[src/pkg/sbd_pkg.sv]
package sbd_pkg;

	// --------------------------------------------------------------
	// host I/O map
	// --------------------------------------------------------------
	localparam int IO_ADDR_W = 16;
	localparam logic [15:0] SERIAL_CHAN_A_DATA_ADDR = 16'h00D8;
	localparam logic [15:0] SERIAL_CHAN_B_DATA_ADDR = 16'h00DA;
	localparam logic [15:0] SERIAL_CHAN_A_CONTROL_ADDR = 16'h00DC;
	localparam logic [15:0] SERIAL_CHAN_B_CONTROL_ADDR = 16'h00DE;
	localparam logic [15:0] BREAK_IRQ_CLEAR_ADDR = 16'h00E6;
	localparam logic [7:0] BREAK_CLEAR_VALUE = 8'h00;
	localparam int CHAN_BIT = 1;
	localparam int CTRL_BIT = 2;

	// --------------------------------------------------------------
	// line levels and reset values
	// --------------------------------------------------------------
	localparam logic SPACE_LEVEL = 1'b0;
	localparam logic [7:0] RDATA_RESET = 8'h00;
	localparam int SYNC_STAGES = 2;
	// strap samples taken after reset; the last one sees real pin levels
	localparam logic [1:0] STRAP_SETTLE_CYCLES = 2'h3;

	// --------------------------------------------------------------
	// timing
	// --------------------------------------------------------------
	localparam int CLK_PERIOD_PS = 8000;
	// one 11-bit character at 9600 baud
	localparam int CHAR_TIME_NS = 1145834;
	localparam int BREAK_CYCLES_DEF = (CHAR_TIME_NS * 1000 + CLK_PERIOD_PS - 1) / CLK_PERIOD_PS;
	localparam int BREAK_CNT_W = 24;

	// --------------------------------------------------------------
	// host access sequencer
	// --------------------------------------------------------------
	typedef enum logic [2:0]
	{
		ST_IDLE = 3'b001,
		ST_ACTIVE = 3'b010,
		ST_RELEASE = 3'b100
	} sbd_state_t;

endpackage : sbd_pkg

[src/pkg/sbd_brk_if.sv]
`timescale 1ns/1ps
// carries one channel's sampled receive line to its detector and the verdict back
interface sbd_brk_if;
	logic rx_line;
	logic hit;
	logic in_break;

	modport det
	(
		input rx_line,
		output hit,
		output in_break
	);

	modport owner
	(
		output rx_line,
		input hit,
		input in_break
	);
endinterface : sbd_brk_if

[src/hw/sbd_sync.sv]
`timescale 1ns/1ps
// two flip-flop synchroniser for a group of asynchronous inputs
module sbd_sync
	import sbd_pkg::*;
#(
	parameter int WIDTH = 1
)
(
	input wire logic clock_in,
	input wire logic rst_in,
	input wire logic [WIDTH-1:0] async_in,
	input wire logic [WIDTH-1:0] reset_val_in,
	output logic [WIDTH-1:0] sync_out
);
	logic [WIDTH-1:0] meta_reg;
	logic [WIDTH-1:0] sync_reg;

	// first stage is read by the second stage only
	always_ff @(posedge clock_in or posedge rst_in)
	begin
		if (rst_in)
		begin
			meta_reg <= '0;
			sync_reg <= '0;
		end
		else
		begin
			meta_reg <= async_in;
			sync_reg <= meta_reg;
		end
	end

	// before the first samples land, report the idle level the caller chose;
	// the second stage holds a pin sample only from the second edge on
	logic [1:0] primed_reg;
	always_ff @(posedge clock_in or posedge rst_in)
	begin
		if (rst_in)
			primed_reg <= 2'h0;
		else
			primed_reg <= {primed_reg[0], 1'b1};
	end

	assign sync_out = primed_reg[1] ? sync_reg : reset_val_in;
endmodule : sbd_sync

[src/hw/sbd_break_det.sv]
`timescale 1ns/1ps
// one channel's break detector: counts cycles of continuous space level
module sbd_break_det
	import sbd_pkg::*;
#(
	parameter int BREAK_CYCLES = BREAK_CYCLES_DEF
)
(
	input wire logic clock_in,
	input wire logic rst_in,
	sbd_brk_if.det brk
);
	logic [BREAK_CNT_W-1:0] run_reg;
	logic [BREAK_CNT_W-1:0] run_next;
	logic hit_reg;
	logic hit_next;
	logic in_break_reg;
	logic in_break_next;

	// any mark bit restarts the run; the count saturates so one break gives one hit
	always_comb
	begin
		run_next = run_reg;
		hit_next = 1'b0;
		in_break_next = in_break_reg;
		if (brk.rx_line != SPACE_LEVEL)
		begin
			run_next = '0;
			in_break_next = 1'b0;
		end
		else if (!in_break_reg)
		begin
			if (run_reg == BREAK_CNT_W'(BREAK_CYCLES - 1))
			begin
				hit_next = 1'b1;
				in_break_next = 1'b1;
			end
			else
				run_next = run_reg + 1'b1;
		end
	end

	always_ff @(posedge clock_in or posedge rst_in)
	begin
		if (rst_in)
		begin
			run_reg <= '0;
			hit_reg <= 1'b0;
			in_break_reg <= 1'b0;
		end
		else
		begin
			run_reg <= run_next;
			hit_reg <= hit_next;
			in_break_reg <= in_break_next;
		end
	end

	assign brk.hit = hit_reg;
	assign brk.in_break = in_break_reg;
endmodule : sbd_break_det

[src/hw/sbd_top.sv]
`timescale 1ns/1ps
module sbd_top
	import sbd_pkg::*;
#(
	parameter int BREAK_CYCLES = BREAK_CYCLES_DEF
)
(
	input wire logic clock_in,
	input wire logic rst_in,
	// host I/O bus
	input wire logic [IO_ADDR_W-1:0] io_addr_in,
	input wire logic io_rd_n_in,
	input wire logic io_wr_n_in,
	input wire logic io_byte_in,
	input wire logic [7:0] io_data_in,
	output logic [7:0] io_data_out,
	output logic io_data_oe_out,
	// dual serial controller side
	output logic ctl_sel_n_out,
	output logic ctl_chan_b_out,
	output logic ctl_control_out,
	output logic ctl_rd_n_out,
	output logic ctl_wr_n_out,
	output logic [7:0] ctl_wdata_out,
	input wire logic [7:0] ctl_rdata_in,
	input wire logic ctl_irq_in,
	// receive data lines of both channels
	input wire logic chan_a_rxd_in,
	input wire logic chan_b_rxd_in,
	// clock sources
	input wire logic timer_out1_in,
	input wire logic timer_out2_in,
	input wire logic chan_a_ext_rx_timing_in,
	input wire logic chan_a_ext_tx_timing_in,
	input wire logic chan_b_ext_tx_timing_in,
	// straps, high selects the external source; chan_b_rx_from_tx_sel_in high selects channel B's transmit clock
	input wire logic chan_a_rx_ext_sel_in,
	input wire logic chan_a_tx_ext_sel_in,
	input wire logic chan_b_tx_ext_sel_in,
	input wire logic chan_b_rx_from_tx_sel_in,
	// clocks to the controller and interrupt requests
	output logic chan_a_tx_clock_out,
	output logic chan_a_rx_clock_out,
	output logic chan_b_tx_clock_out,
	output logic chan_b_rx_clock_out,
	output logic irq_line_6_out,
	output logic break_irq_out
);

	// --------------------------------------------------------------
	// input synchronisers
	// --------------------------------------------------------------
	localparam int BUS_W = IO_ADDR_W + 8 + 3;
	localparam int PIN_W = 8 + 1 + 2 + 5 + 4;

	logic [BUS_W-1:0] bus_s;
	logic [PIN_W-1:0] pin_s;
	logic [IO_ADDR_W-1:0] addr_s;
	logic [7:0] wdata_s;
	logic rd_s;
	logic wr_s;
	logic byte_s;
	logic [7:0] rdata_s;
	logic ctl_irq_s;
	logic rxd_a_s;
	logic rxd_b_s;
	logic timer1_s;
	logic timer2_s;
	logic ext_a_rx_s;
	logic ext_a_tx_s;
	logic ext_b_tx_s;
	logic [3:0] strap_s;

	// strobes idle high, receive lines idle at mark
	sbd_sync #(.WIDTH(BUS_W)) u_bus_sync
	(
		.clock_in(clock_in),
		.rst_in(rst_in),
		.async_in({io_addr_in, io_data_in, io_rd_n_in, io_wr_n_in, io_byte_in}),
		.reset_val_in({{(IO_ADDR_W + 8){1'b0}}, 3'b110}),
		.sync_out(bus_s)
	);

	sbd_sync #(.WIDTH(PIN_W)) u_pin_sync
	(
		.clock_in(clock_in),
		.rst_in(rst_in),
		.async_in({ctl_rdata_in, ctl_irq_in, chan_a_rxd_in, chan_b_rxd_in, timer_out1_in,
			timer_out2_in, chan_a_ext_rx_timing_in, chan_a_ext_tx_timing_in,
			chan_b_ext_tx_timing_in, chan_a_rx_ext_sel_in, chan_a_tx_ext_sel_in,
			chan_b_tx_ext_sel_in, chan_b_rx_from_tx_sel_in}),
		.reset_val_in({9'h000, ~SPACE_LEVEL, ~SPACE_LEVEL, 9'h000}),
		.sync_out(pin_s)
	);

	assign {addr_s, wdata_s} = bus_s[BUS_W-1:3];
	assign rd_s = ~bus_s[2];
	assign wr_s = ~bus_s[1];
	assign byte_s = bus_s[0];
	assign {rdata_s, ctl_irq_s, rxd_a_s, rxd_b_s, timer1_s, timer2_s} = pin_s[PIN_W-1:7];
	assign {ext_a_rx_s, ext_a_tx_s, ext_b_tx_s, strap_s} = pin_s[6:0];

	// --------------------------------------------------------------
	// strap capture
	// --------------------------------------------------------------
	// jumpers are static: sampled until the synchronisers carry pin levels, then held
	logic [3:0] strap_reg;
	logic [3:0] strap_next;
	logic [1:0] strap_age_reg;
	logic [1:0] strap_age_next;

	always_comb
	begin
		strap_next = strap_reg;
		strap_age_next = strap_age_reg;
		if (strap_age_reg != STRAP_SETTLE_CYCLES)
			{strap_age_next, strap_next} = {strap_age_reg + 2'h1, strap_s};
	end

	always_ff @(posedge clock_in or posedge rst_in)
	begin
		if (rst_in)
		begin
			strap_reg <= 4'h0;
			strap_age_reg <= 2'h0;
		end
		else
		begin
			strap_reg <= strap_next;
			strap_age_reg <= strap_age_next;
		end
	end

	// --------------------------------------------------------------
	// host access decode and sequencer
	// --------------------------------------------------------------
	sbd_state_t state_reg;
	sbd_state_t state_next;
	logic hit_ser;
	logic hit_clr;
	logic ser_read_reg;
	logic ser_read_next;
	logic ctl_sel_next;
	logic ctl_chan_b_next;
	logic ctl_control_next;
	logic ctl_rd_next;
	logic ctl_wr_next;
	logic [7:0] ctl_wdata_next;
	logic [7:0] io_data_next;
	logic io_oe_next;
	logic clr_pulse;
	logic ctl_sel_reg;
	logic ctl_rd_reg;
	logic ctl_wr_reg;

	// only byte cycles to the serial ports or the clear port are claimed
	always_comb
	begin
		hit_ser = 1'b0;
		hit_clr = 1'b0;
		if (!byte_s)
			hit_ser = 1'b0;
		else if (addr_s == SERIAL_CHAN_A_DATA_ADDR)
			hit_ser = 1'b1;
		else if (addr_s == SERIAL_CHAN_B_DATA_ADDR)
			hit_ser = 1'b1;
		else if (addr_s == SERIAL_CHAN_A_CONTROL_ADDR)
			hit_ser = 1'b1;
		else if (addr_s == SERIAL_CHAN_B_CONTROL_ADDR)
			hit_ser = 1'b1;
		else if (addr_s == BREAK_IRQ_CLEAR_ADDR)
			hit_clr = 1'b1;
	end

	// one access per strobe; a release state waits for the strobe to drop
	always_comb
	begin
		state_next = state_reg;
		ser_read_next = ser_read_reg;
		ctl_sel_next = ctl_sel_reg;
		ctl_chan_b_next = ctl_chan_b_out;
		ctl_control_next = ctl_control_out;
		ctl_rd_next = ctl_rd_reg;
		ctl_wr_next = ctl_wr_reg;
		ctl_wdata_next = ctl_wdata_out;
		io_data_next = io_data_out;
		io_oe_next = io_data_oe_out;
		clr_pulse = 1'b0;
		case (state_reg)
			ST_IDLE:
			begin
				if ((rd_s || wr_s) && hit_ser)
				begin
					state_next = ST_ACTIVE;
					ctl_sel_next = 1'b1;
					ctl_chan_b_next = addr_s[CHAN_BIT];
					ctl_control_next = addr_s[CTRL_BIT];
					ctl_rd_next = rd_s;
					ctl_wr_next = wr_s && !rd_s;
					ctl_wdata_next = wdata_s;
					ser_read_next = rd_s;
				end
				else if (rd_s || wr_s)
				begin
					state_next = ST_RELEASE;
					clr_pulse = wr_s && !rd_s && hit_clr && (wdata_s == BREAK_CLEAR_VALUE);
				end
			end
			ST_ACTIVE:
			begin
				// read data is refreshed while the controller drives it
				if (ser_read_reg)
				begin
					io_data_next = rdata_s;
					io_oe_next = 1'b1;
				end
				if (!rd_s && !wr_s)
				begin
					state_next = ST_IDLE;
					ctl_sel_next = 1'b0;
					ctl_rd_next = 1'b0;
					ctl_wr_next = 1'b0;
					io_oe_next = 1'b0;
					ser_read_next = 1'b0;
				end
			end
			ST_RELEASE:
			begin
				if (!rd_s && !wr_s)
					state_next = ST_IDLE;
			end
			default:
			begin
				state_next = ST_IDLE;
			end
		endcase
	end

	always_ff @(posedge clock_in or posedge rst_in)
	begin
		if (rst_in)
		begin
			state_reg <= ST_IDLE;
			ser_read_reg <= 1'b0;
			ctl_sel_reg <= 1'b0;
			ctl_chan_b_out <= 1'b0;
			ctl_control_out <= 1'b0;
			ctl_rd_reg <= 1'b0;
			ctl_wr_reg <= 1'b0;
			ctl_wdata_out <= RDATA_RESET;
			io_data_out <= RDATA_RESET;
			io_data_oe_out <= 1'b0;
		end
		else
		begin
			state_reg <= state_next;
			ser_read_reg <= ser_read_next;
			ctl_sel_reg <= ctl_sel_next;
			ctl_chan_b_out <= ctl_chan_b_next;
			ctl_control_out <= ctl_control_next;
			ctl_rd_reg <= ctl_rd_next;
			ctl_wr_reg <= ctl_wr_next;
			ctl_wdata_out <= ctl_wdata_next;
			io_data_out <= io_data_next;
			io_data_oe_out <= io_oe_next;
		end
	end

	assign ctl_sel_n_out = ~ctl_sel_reg;
	assign ctl_rd_n_out = ~ctl_rd_reg;
	assign ctl_wr_n_out = ~ctl_wr_reg;

	// --------------------------------------------------------------
	// break detectors and latch
	// --------------------------------------------------------------
	// fed straight from the pins, never from the controller, so a remote
	// station can interrupt a board whose controller was never programmed
	sbd_brk_if brk_a ();
	sbd_brk_if brk_b ();

	assign brk_a.rx_line = rxd_a_s;
	assign brk_b.rx_line = rxd_b_s;

	sbd_break_det #(.BREAK_CYCLES(BREAK_CYCLES)) u_det_a
	(
		.clock_in(clock_in),
		.rst_in(rst_in),
		.brk(brk_a)
	);

	sbd_break_det #(.BREAK_CYCLES(BREAK_CYCLES)) u_det_b
	(
		.clock_in(clock_in),
		.rst_in(rst_in),
		.brk(brk_b)
	);

	logic brk_latch_reg;
	logic brk_latch_next;

	// a new break in the clearing cycle wins, so no break is lost
	always_comb
	begin
		brk_latch_next = brk_latch_reg;
		if (brk_a.hit || brk_b.hit)
			brk_latch_next = 1'b1;
		else if (clr_pulse)
			brk_latch_next = 1'b0;
	end

	always_ff @(posedge clock_in or posedge rst_in)
	begin
		if (rst_in)
			brk_latch_reg <= 1'b0;
		else
			brk_latch_reg <= brk_latch_next;
	end

	assign break_irq_out = brk_latch_reg;

	// --------------------------------------------------------------
	// clock source selection and interrupt routing
	// --------------------------------------------------------------
	// outputs are resampled copies; edges move by two to three clocks,
	// which is small against the serial bit clocks
	logic a_tx_next;
	logic a_rx_next;
	logic b_tx_next;
	logic b_rx_next;

	always_comb
	begin
		a_tx_next = strap_reg[2] ? ext_a_tx_s : timer2_s;
		a_rx_next = strap_reg[3] ? ext_a_rx_s : a_tx_next;
		b_tx_next = strap_reg[1] ? ext_b_tx_s : timer1_s;
		b_rx_next = strap_reg[0] ? b_tx_next : timer1_s;
	end

	always_ff @(posedge clock_in or posedge rst_in)
	begin
		if (rst_in)
		begin
			chan_a_tx_clock_out <= 1'b0;
			chan_a_rx_clock_out <= 1'b0;
			chan_b_tx_clock_out <= 1'b0;
			chan_b_rx_clock_out <= 1'b0;
			irq_line_6_out <= 1'b0;
		end
		else
		begin
			chan_a_tx_clock_out <= a_tx_next;
			chan_a_rx_clock_out <= a_rx_next;
			chan_b_tx_clock_out <= b_tx_next;
			chan_b_rx_clock_out <= b_rx_next;
			irq_line_6_out <= ctl_irq_s;
		end
	end

endmodule : sbd_top

[config.mk]
export PLATFORM = sky130hd
export DESIGN_NAME = sbd_top
export DESIGN_NICKNAME = d
export VERILOG_FILES = /design/src/pkg/sbd_pkg.sv /design/src/pkg/sbd_brk_if.sv /design/src/hw/sbd_sync.sv /design/src/hw/sbd_break_det.sv /design/src/hw/sbd_top.sv
export SDC_FILE = /design/constraint.sdc
export NUM_CORES = 1
export LEC_CHECK = 0
export BUFFER_PORTS_ARGS = -buffer_cell sky130_fd_sc_hd__buf_2
export CORE_UTILIZATION = 45
export DETAILED_ROUTE_END_ITERATION = 6
export PLACE_DENSITY = 0.7
export SETUP_SLACK_MARGIN = 0.2
export SLEW_MARGIN = 20
export SYNTH_ARGS = -nofsm -noshare
export SYNTH_HDL_FRONTEND = slang
export SYNTH_SLANG_ARGS = --single-unit
[constraint.sdc]
create_clock -name clock_in -period 6.41 [get_ports clock_in]
set_clock_uncertainty 0.05 [all_clocks]
set_input_delay 0.3205 -clock clock_in [delete_from_list [all_inputs] [get_ports clock_in]]
set_output_delay 0.3205 -clock clock_in [all_outputs]
set_load 0.01 [all_outputs]
# ---- Yosys cells after proc, flatten, opt, wreduce, memory -nomap -nowiden
# Index checks and enable logic that the tools add are counted.
dict set report word_totals {
  out_inout_bits 28
  register_bits 187
  word_cells 126
  in_bits 49
}
dict set report classes {
  reduce_logical 19
  bitwise_logic 5
  eq_ne 19
  add_sub_neg 3
  muxes 51
}
# cell count
set ops {}
lappend ops {{two-way mux 24 bit} 6}
lappend ops {{equality test 16 x 8 -> 1 bit, second input constant} 5}
lappend ops {{adder 24 x 1 -> 24 bit, second input constant} 2}
lappend ops {{equality test 24 x 18 -> 1 bit, second input constant} 2}
lappend ops {{two-way mux 1 bit} 36}
lappend ops {{two-way mux 27 bit} 1}
lappend ops {{two-way mux 20 bit} 1}
lappend ops {{inequality test 2 bit, second input constant} 7}
lappend ops {{AND reduction 2 bit} 6}
lappend ops {{two-way mux 3 bit} 3}
lappend ops {{zero test 8 bit} 1}
lappend ops {{case mux 1 bit (2 select lines)} 3}
lappend ops {{case mux 3 bit (2 select lines)} 1}
lappend ops {{nonzero test 2 bit} 3}
lappend ops {{logical AND 1 bit} 5}
lappend ops {{NOT 1 bit} 5}
lappend ops {{equality test 3 x 1 -> 1 bit, second input constant} 1}
lappend ops {{equality test 3 x 2 -> 1 bit, second input constant} 1}
lappend ops {{equality test 3 bit, second input constant} 1}
lappend ops {{inequality test 3 bit, second input constant} 1}
lappend ops {{AND reduction 3 bit} 1}
lappend ops {{adder 2 x 1 -> 2 bit, second input constant} 1}
lappend ops {{logical OR 1 bit} 2}
lappend ops {{inequality test 2 x 1 -> 1 bit, second input constant} 1}
lappend ops {{OR reduction 2 bit} 1}

# ---- Logic depth before layout (Yosys ltp)
dict set report logic_depth {
  word_depth 15
  ltp_mapped 8
  depth_no_buf 7
}

# ---- By module
# Synthesis repeated with hierarchy kept, for this count alone.
dict set report unflattened {
  cells_unflattened 577
  hier_area_um2 7820.0
}
# module cells_each area_per_inst_um2 n_inst seq_area_each_um2
set modules_own_cells {}
lappend modules_own_cells {{sbd_sync (u_bus_sync)} 88 1839.3 1 1401.3}
lappend modules_own_cells {sbd_top 117 1670.4 1 927.1}
lappend modules_own_cells {{sbd_break_det (u_det_a)} 170 1541.5 1 650.6}
lappend modules_own_cells {{sbd_break_det (u_det_b)} 136 1387.6 1 650.6}
lappend modules_own_cells {{sbd_sync (u_pin_sync)} 66 1381.3 1 1051.0}

# ---- Least setup slack after synthesis
# No wires, ideal clock.
dict set report synth_timing {
  kind {register to register}
  start {register u_bus_sync.sync_reg[23]}
  end {register ctl_wdata_out[0]}
  t_arrival_ns 1.865
  path_slack_ns 4.421
  path_buffers 1
  path_stages_with_launch 7
  synth_period_minus_slack_ns 1.989
  setup_time_ns 0.074
  required_ns 6.286
  cell_sequence {dfrtp_1 -> or4_4 -> nor4_2 -> nor4b_4 -> buf_6 -> nand3_1 -> o21ai_2}
}
dict set report synth_between {
  elab_chain_len 9
  elab_cells_between_ends 12
  classes_between {eq/ne (4); mux (6); reduce/logical (2)}
}
# element line_no
set synth_rtl {}
lappend synth_rtl {{from (decl)} sbd_sync.sv:16} ;# logic [WIDTH-1:0] sync_reg;
lappend synth_rtl {{from (signal assigned)} sbd_sync.sv:29} ;# sync_reg <= meta_reg;
lappend synth_rtl {{two-way mux 27 bit (*)} sbd_sync.sv:44} ;# assign sync_out = primed_reg[1] ? sync_reg : reset_val_in;
lappend synth_rtl {{equality test 16 x 8 -> 1 bit} sbd_top.sv:169} ;# else if (addr_s == SERIAL_CHAN_B_CONTROL_ADDR)
lappend synth_rtl {{two-way mux 1 bit} sbd_top.sv:169}
lappend synth_rtl {{two-way mux 1 bit} sbd_top.sv:167} ;# else if (addr_s == SERIAL_CHAN_A_CONTROL_ADDR)
lappend synth_rtl {{two-way mux 1 bit} sbd_top.sv:165} ;# else if (addr_s == SERIAL_CHAN_B_DATA_ADDR)
lappend synth_rtl {{two-way mux 1 bit (*)} sbd_top.sv:163} ;# else if (addr_s == SERIAL_CHAN_A_DATA_ADDR)
lappend synth_rtl {{two-way mux 1 bit (*)} sbd_top.sv:161} ;# if (!byte_s)
lappend synth_rtl {{logical AND 1 bit (*)} sbd_top.sv:192} ;# if ((rd_s || wr_s) && hit_ser)
lappend synth_rtl {{AND reduction 2 bit (no source line) (*)} -}
lappend synth_rtl {{to (signal assigned)} sbd_top.sv:263} ;# ctl_wdata_out <= ctl_wdata_next;
lappend synth_rtl {{to (decl)} sbd_top.sv:24} ;# output logic [7:0] ctl_wdata_out,
# Every way passes the cells marked *; elsewhere a longest branch is shown, timed or not.
# A chain may end at the register's enable or synchronous reset.

# ---- Final worst setup path
dict set report layout_timing {
  start {register u_bus_sync.primed_reg[1]}
  end {register ctl_wdata_out[7]}
}
dict set report layout_between {
  elab_chain_len 9
  elab_cells_between_ends 15
  classes_between {eq/ne (4); mux (6); bitwise (2); reduce/logical (3)}
}
# element line_no
set layout_rtl {}
lappend layout_rtl {{from (decl)} sbd_sync.sv:35} ;# logic [1:0] primed_reg;
lappend layout_rtl {{from (signal assigned)} sbd_sync.sv:41} ;# primed_reg <= {primed_reg[0], 1'b1};
lappend layout_rtl {{two-way mux 27 bit (*)} sbd_sync.sv:44}
lappend layout_rtl {{equality test 16 x 8 -> 1 bit} sbd_top.sv:169}
lappend layout_rtl {{two-way mux 1 bit} sbd_top.sv:169}
lappend layout_rtl {{two-way mux 1 bit} sbd_top.sv:167}
lappend layout_rtl {{two-way mux 1 bit} sbd_top.sv:165}
lappend layout_rtl {{two-way mux 1 bit} sbd_top.sv:163}
lappend layout_rtl {{two-way mux 1 bit} sbd_top.sv:161}
lappend layout_rtl {{logical AND 1 bit} sbd_top.sv:192}
lappend layout_rtl {{AND reduction 2 bit (no source line)} -}
# Marked as above.

==> flow_summary.json <==
{
  "rows": 44,
  "power_density_nw_per_um2": 277,
  "syn-instance-count": 541,
  "yosysSeqAreaShare_pct": 68.7,
  "wirelength_um": 12200,
  "grt-ovfl-total": 0,
  "synth_seq_cells": 185,
  "slew-limit-headroom_pct": 26.0,
  "ctsResizeCount": 0,
  "p_leak_uw": 0.00376,
  "r2r_setup_slack_ns": 4.03,
  "syn_avg_cell_area_um2": 12.5,
  "die_area_um2": 15500,
  "clk_pin_slew_ns": 0.07,
  "crit_chain": "a21bo_2, nor4_2, nor4b_4, buf_4, nand3_1, o21ai_0",
  "clock_latency_ns": 0.43,
  "numCtsBuffers": 17,
  "die_y_um": 124,
  "port_buffers": 76,
  "worst-path-max-fanout": 31,
  "holdWs_ns": 0.00358,
  "period_share_pct": 37.1,
  "clk_path_buf_depth": 2,
  "cp_data_required_time_ns": 6.71,
  "cp.arrival_ns": 2.68,
  "vdd_drop_max_mv": 0.212,
  "grt_max_degree": 106,
  "synth_top_family_by_area": "simple AND/OR/NAND/NOR gates",
  "io_pins": 77,
  "synth_nets": 595,
  "ys_warn_count": 0,
  "routedWlPerCell_um": 14.1,
  "min_path_type": "in -> async",
  "path_class": "reg -> reg",
  "antenna_found_initial": 0,
  "cts_tree": "done",
  "grt_pass1_wl_um": 21500,
  "core-area_um2": 14600,
  "diodes": 0,
  "vias_per_cell": 4.98,
  "synth_flop_cell": "dfrtp_1",
  "synth_compound_area_share_pct": 5.89,
  "nets": 723,
  "critPathSlowestCell": "dfrtp_2",
  "async_flop_share_pct": 100,
  "syn_area_um2": 6740,
  "final_cells": 866,
  "rsz0062_at_grt": "false",
  "start_util_pct": 46.2,
  "cp-start-kind": "flop",
  "drtIter0Drc": 254,
  "synthMuxAreaShare_pct": 0.613,
  "endpoint_kind": "flop",
  "via_count": 4315,
  "cts.sinks": 185,
  "drv_slew": 0,
  "r2r_start": "u_bus_sync.primed_reg[1]",
  "grt_usage_pct": 17.5,
  "maxCapViolCount": 0,
  "max_slew.worst_pin.slew_ns": 1.10,
  "crit_start": "u_bus_sync.primed_reg[1]",
  "period_minus_slack_ns": 2.38,
  "synthSimpleGateAreaFrac_pct": 16.6,
  "ant_nets": 0,
  "status": "completed",
  "drc": 0,
  "grt_pass1_vias": 4492,
  "areaGrowthSynthToFinish_pct": 23.7,
  "die_x_um": 124,
  "finalSetupTns_ns": 0,
  "drive_above_1_share_pct": 19.1,
  "dpl.cell_count": 787,
  "synth_xor_area_share_pct": 4.94,
  "cts_setup_buffers": 0,
  "place_hpwl_um": 7540,
  "synthAdderAreaFrac_pct": 0.928,
  "setup_viol": 0,
  "ys_types": 51,
  "firstDrtPassIters": 4,
  "synth_enable_flop_cells": 0,
  "gp_congestion": 0.773,
  "htreeDepth": 4,
  "timing.fmax_ghz": 0.420,
  "hold_viol_final": 0,
  "critPathMaxStageDelay_ns": 0.75,
  "cts_root_buffer": "clkbuf_16"
}
[critical path, delay by kind of cell, from the launching register on]
kind,cells,cell delay [ns]
simple gates,3,0.73
compound gates,2,0.45
buf+inv,1,0.32
flops,1,0.75
[metrics by stage]
step / setup slack (ns) / total power, uW / util, % / area, um2
2_1_floorplan: 1.01 / 1280 / - / 6740
5_1_grt: 3.86 / 2410 / 57.1 / 8330
3_5_place_dp: 3.75 / 1310 / 49.9 / 7290
3_3_place_gp: 3.90 / 1300 / 49.9 / 7290
4_1_cts: 3.73 / 2330 / 57.1 / 8330
6_report: 4.03 / 2310 / 57.1 / 8330
[logic make-up (layout without fill, tap and decap cells)]
kind of cell,Yosys count,after routing
AOI/OAI and AO/OA,63,63
and+or+nand+nor,210,210
muxes,4,4
DFF,185,185
other,1,1
xor gates and xnor gates,38,38
adders and majority gates,5,5
buffers and inverters,35,176
[cell type report]
cell class | instances | area [um2]
clock inverter | 14 | 146
clock buffer | 18 | 429
multi-input combinational | 321 | 1950
inverter | 19 | 76.3
tap | 184 | 230
fill | 1172 | 6250
sequential | 185 | 4630
timing repair buffer | 125 | 866
[worst paths after layout]
| kind | end | cells past startpoint |
|---|---|---|
| setup reg to reg | ctl_wdata_out[7] | 6 |
| setup / recovery | ctl_wdata_out[7] | 6 |
| max in group asynchronous | u_bus_sync.primed_reg[1] | 3 |
| hold reg to reg | u_bus_sync.sync_reg[18] | 0 |
| hold / removal | u_det_b.run_reg[10] | 2 |
| min in group clock_in | u_bus_sync.sync_reg[18] | 0 |
[synthesized netlist by cell type (all sizes together), types with 2 or more instances]
library cell	n	area (um2)
inv	19	71.3
o21ai	34	196
and4b	2	20.0
a31o	2	17.5
mux2i	3	30.0
and2	3	18.8
or4	4	33.8
dfrtp	184	4600
nor2	54	203
or3	6	37.5
and3	7	43.8
nand3b	3	22.5
a21oi	12	60.1
nand4b	2	17.5
a211oi	3	22.5
o21bai	2	15.0
xnor2	10	87.6
nor2b	2	12.5
nand2	45	169
buf	3	33.8
nor3	3	15.0
nand3	32	160
nor4	11	81.3
a21o	2	15.0
and4	7	61.3
nand2b	6	37.5
nand4	13	81.3
nor4b	5	58.8
xor2	28	245
clkbuf	13	48.8
ha	5	62.6
[power by group]
part	internal, uW	leakage [uW]	total (uW)	switching [uW]
clock	520	0.000280	1000	484
sequential	1200	0.00233	1220	19.2
combinational	39.7	0.00115	85.0	45.3
total	1760	0.00376	2310	549
[cell usage in the layout (no fill, tap or decap), types with 3 or more instances in the layout]
cell,n
a211oi_1,3
a21oi_1,12
and2_1,3
and3_1,7
and4_1,7
buf_2,76
clkbuf_16,17
dfrtp_1,183
dlygate4sd3_1,47
ha_1,5
inv_1,18
inv_6,6
inv_8,4
mux2i_1,3
nand2_1,45
nand2b_1,6
nand3_1,32
nand3b_1,3
nand4_1,13
nor2_1,54
nor3_1,3
nor4_1,9
nor4b_1,4
o21ai_0,27
o21ai_2,7
or3_1,6
or4_1,3
xnor2_1,10
xor2_1,28
[timing repair]
item	4_1_cts	5_1_grt
hold endpoints to repair	47	0
setup endpoints to repair	0	0
hold buffers	47	0
[per-layer routing]
| layer | part of all wire (%) | global-route usage (%) | wire length (um) |
|---|---|---|---|
| met1 | 45 | 22.1 | 5550 |
| met2 | 50 | 28.7 | 6160 |
| met3 | 3.1 | 5.28 | 379 |
| met4 | 1.2 | 6.09 | 150 |
| met5 | 0 | 0 | 0 |
Power figures use the tool's default switching activity.
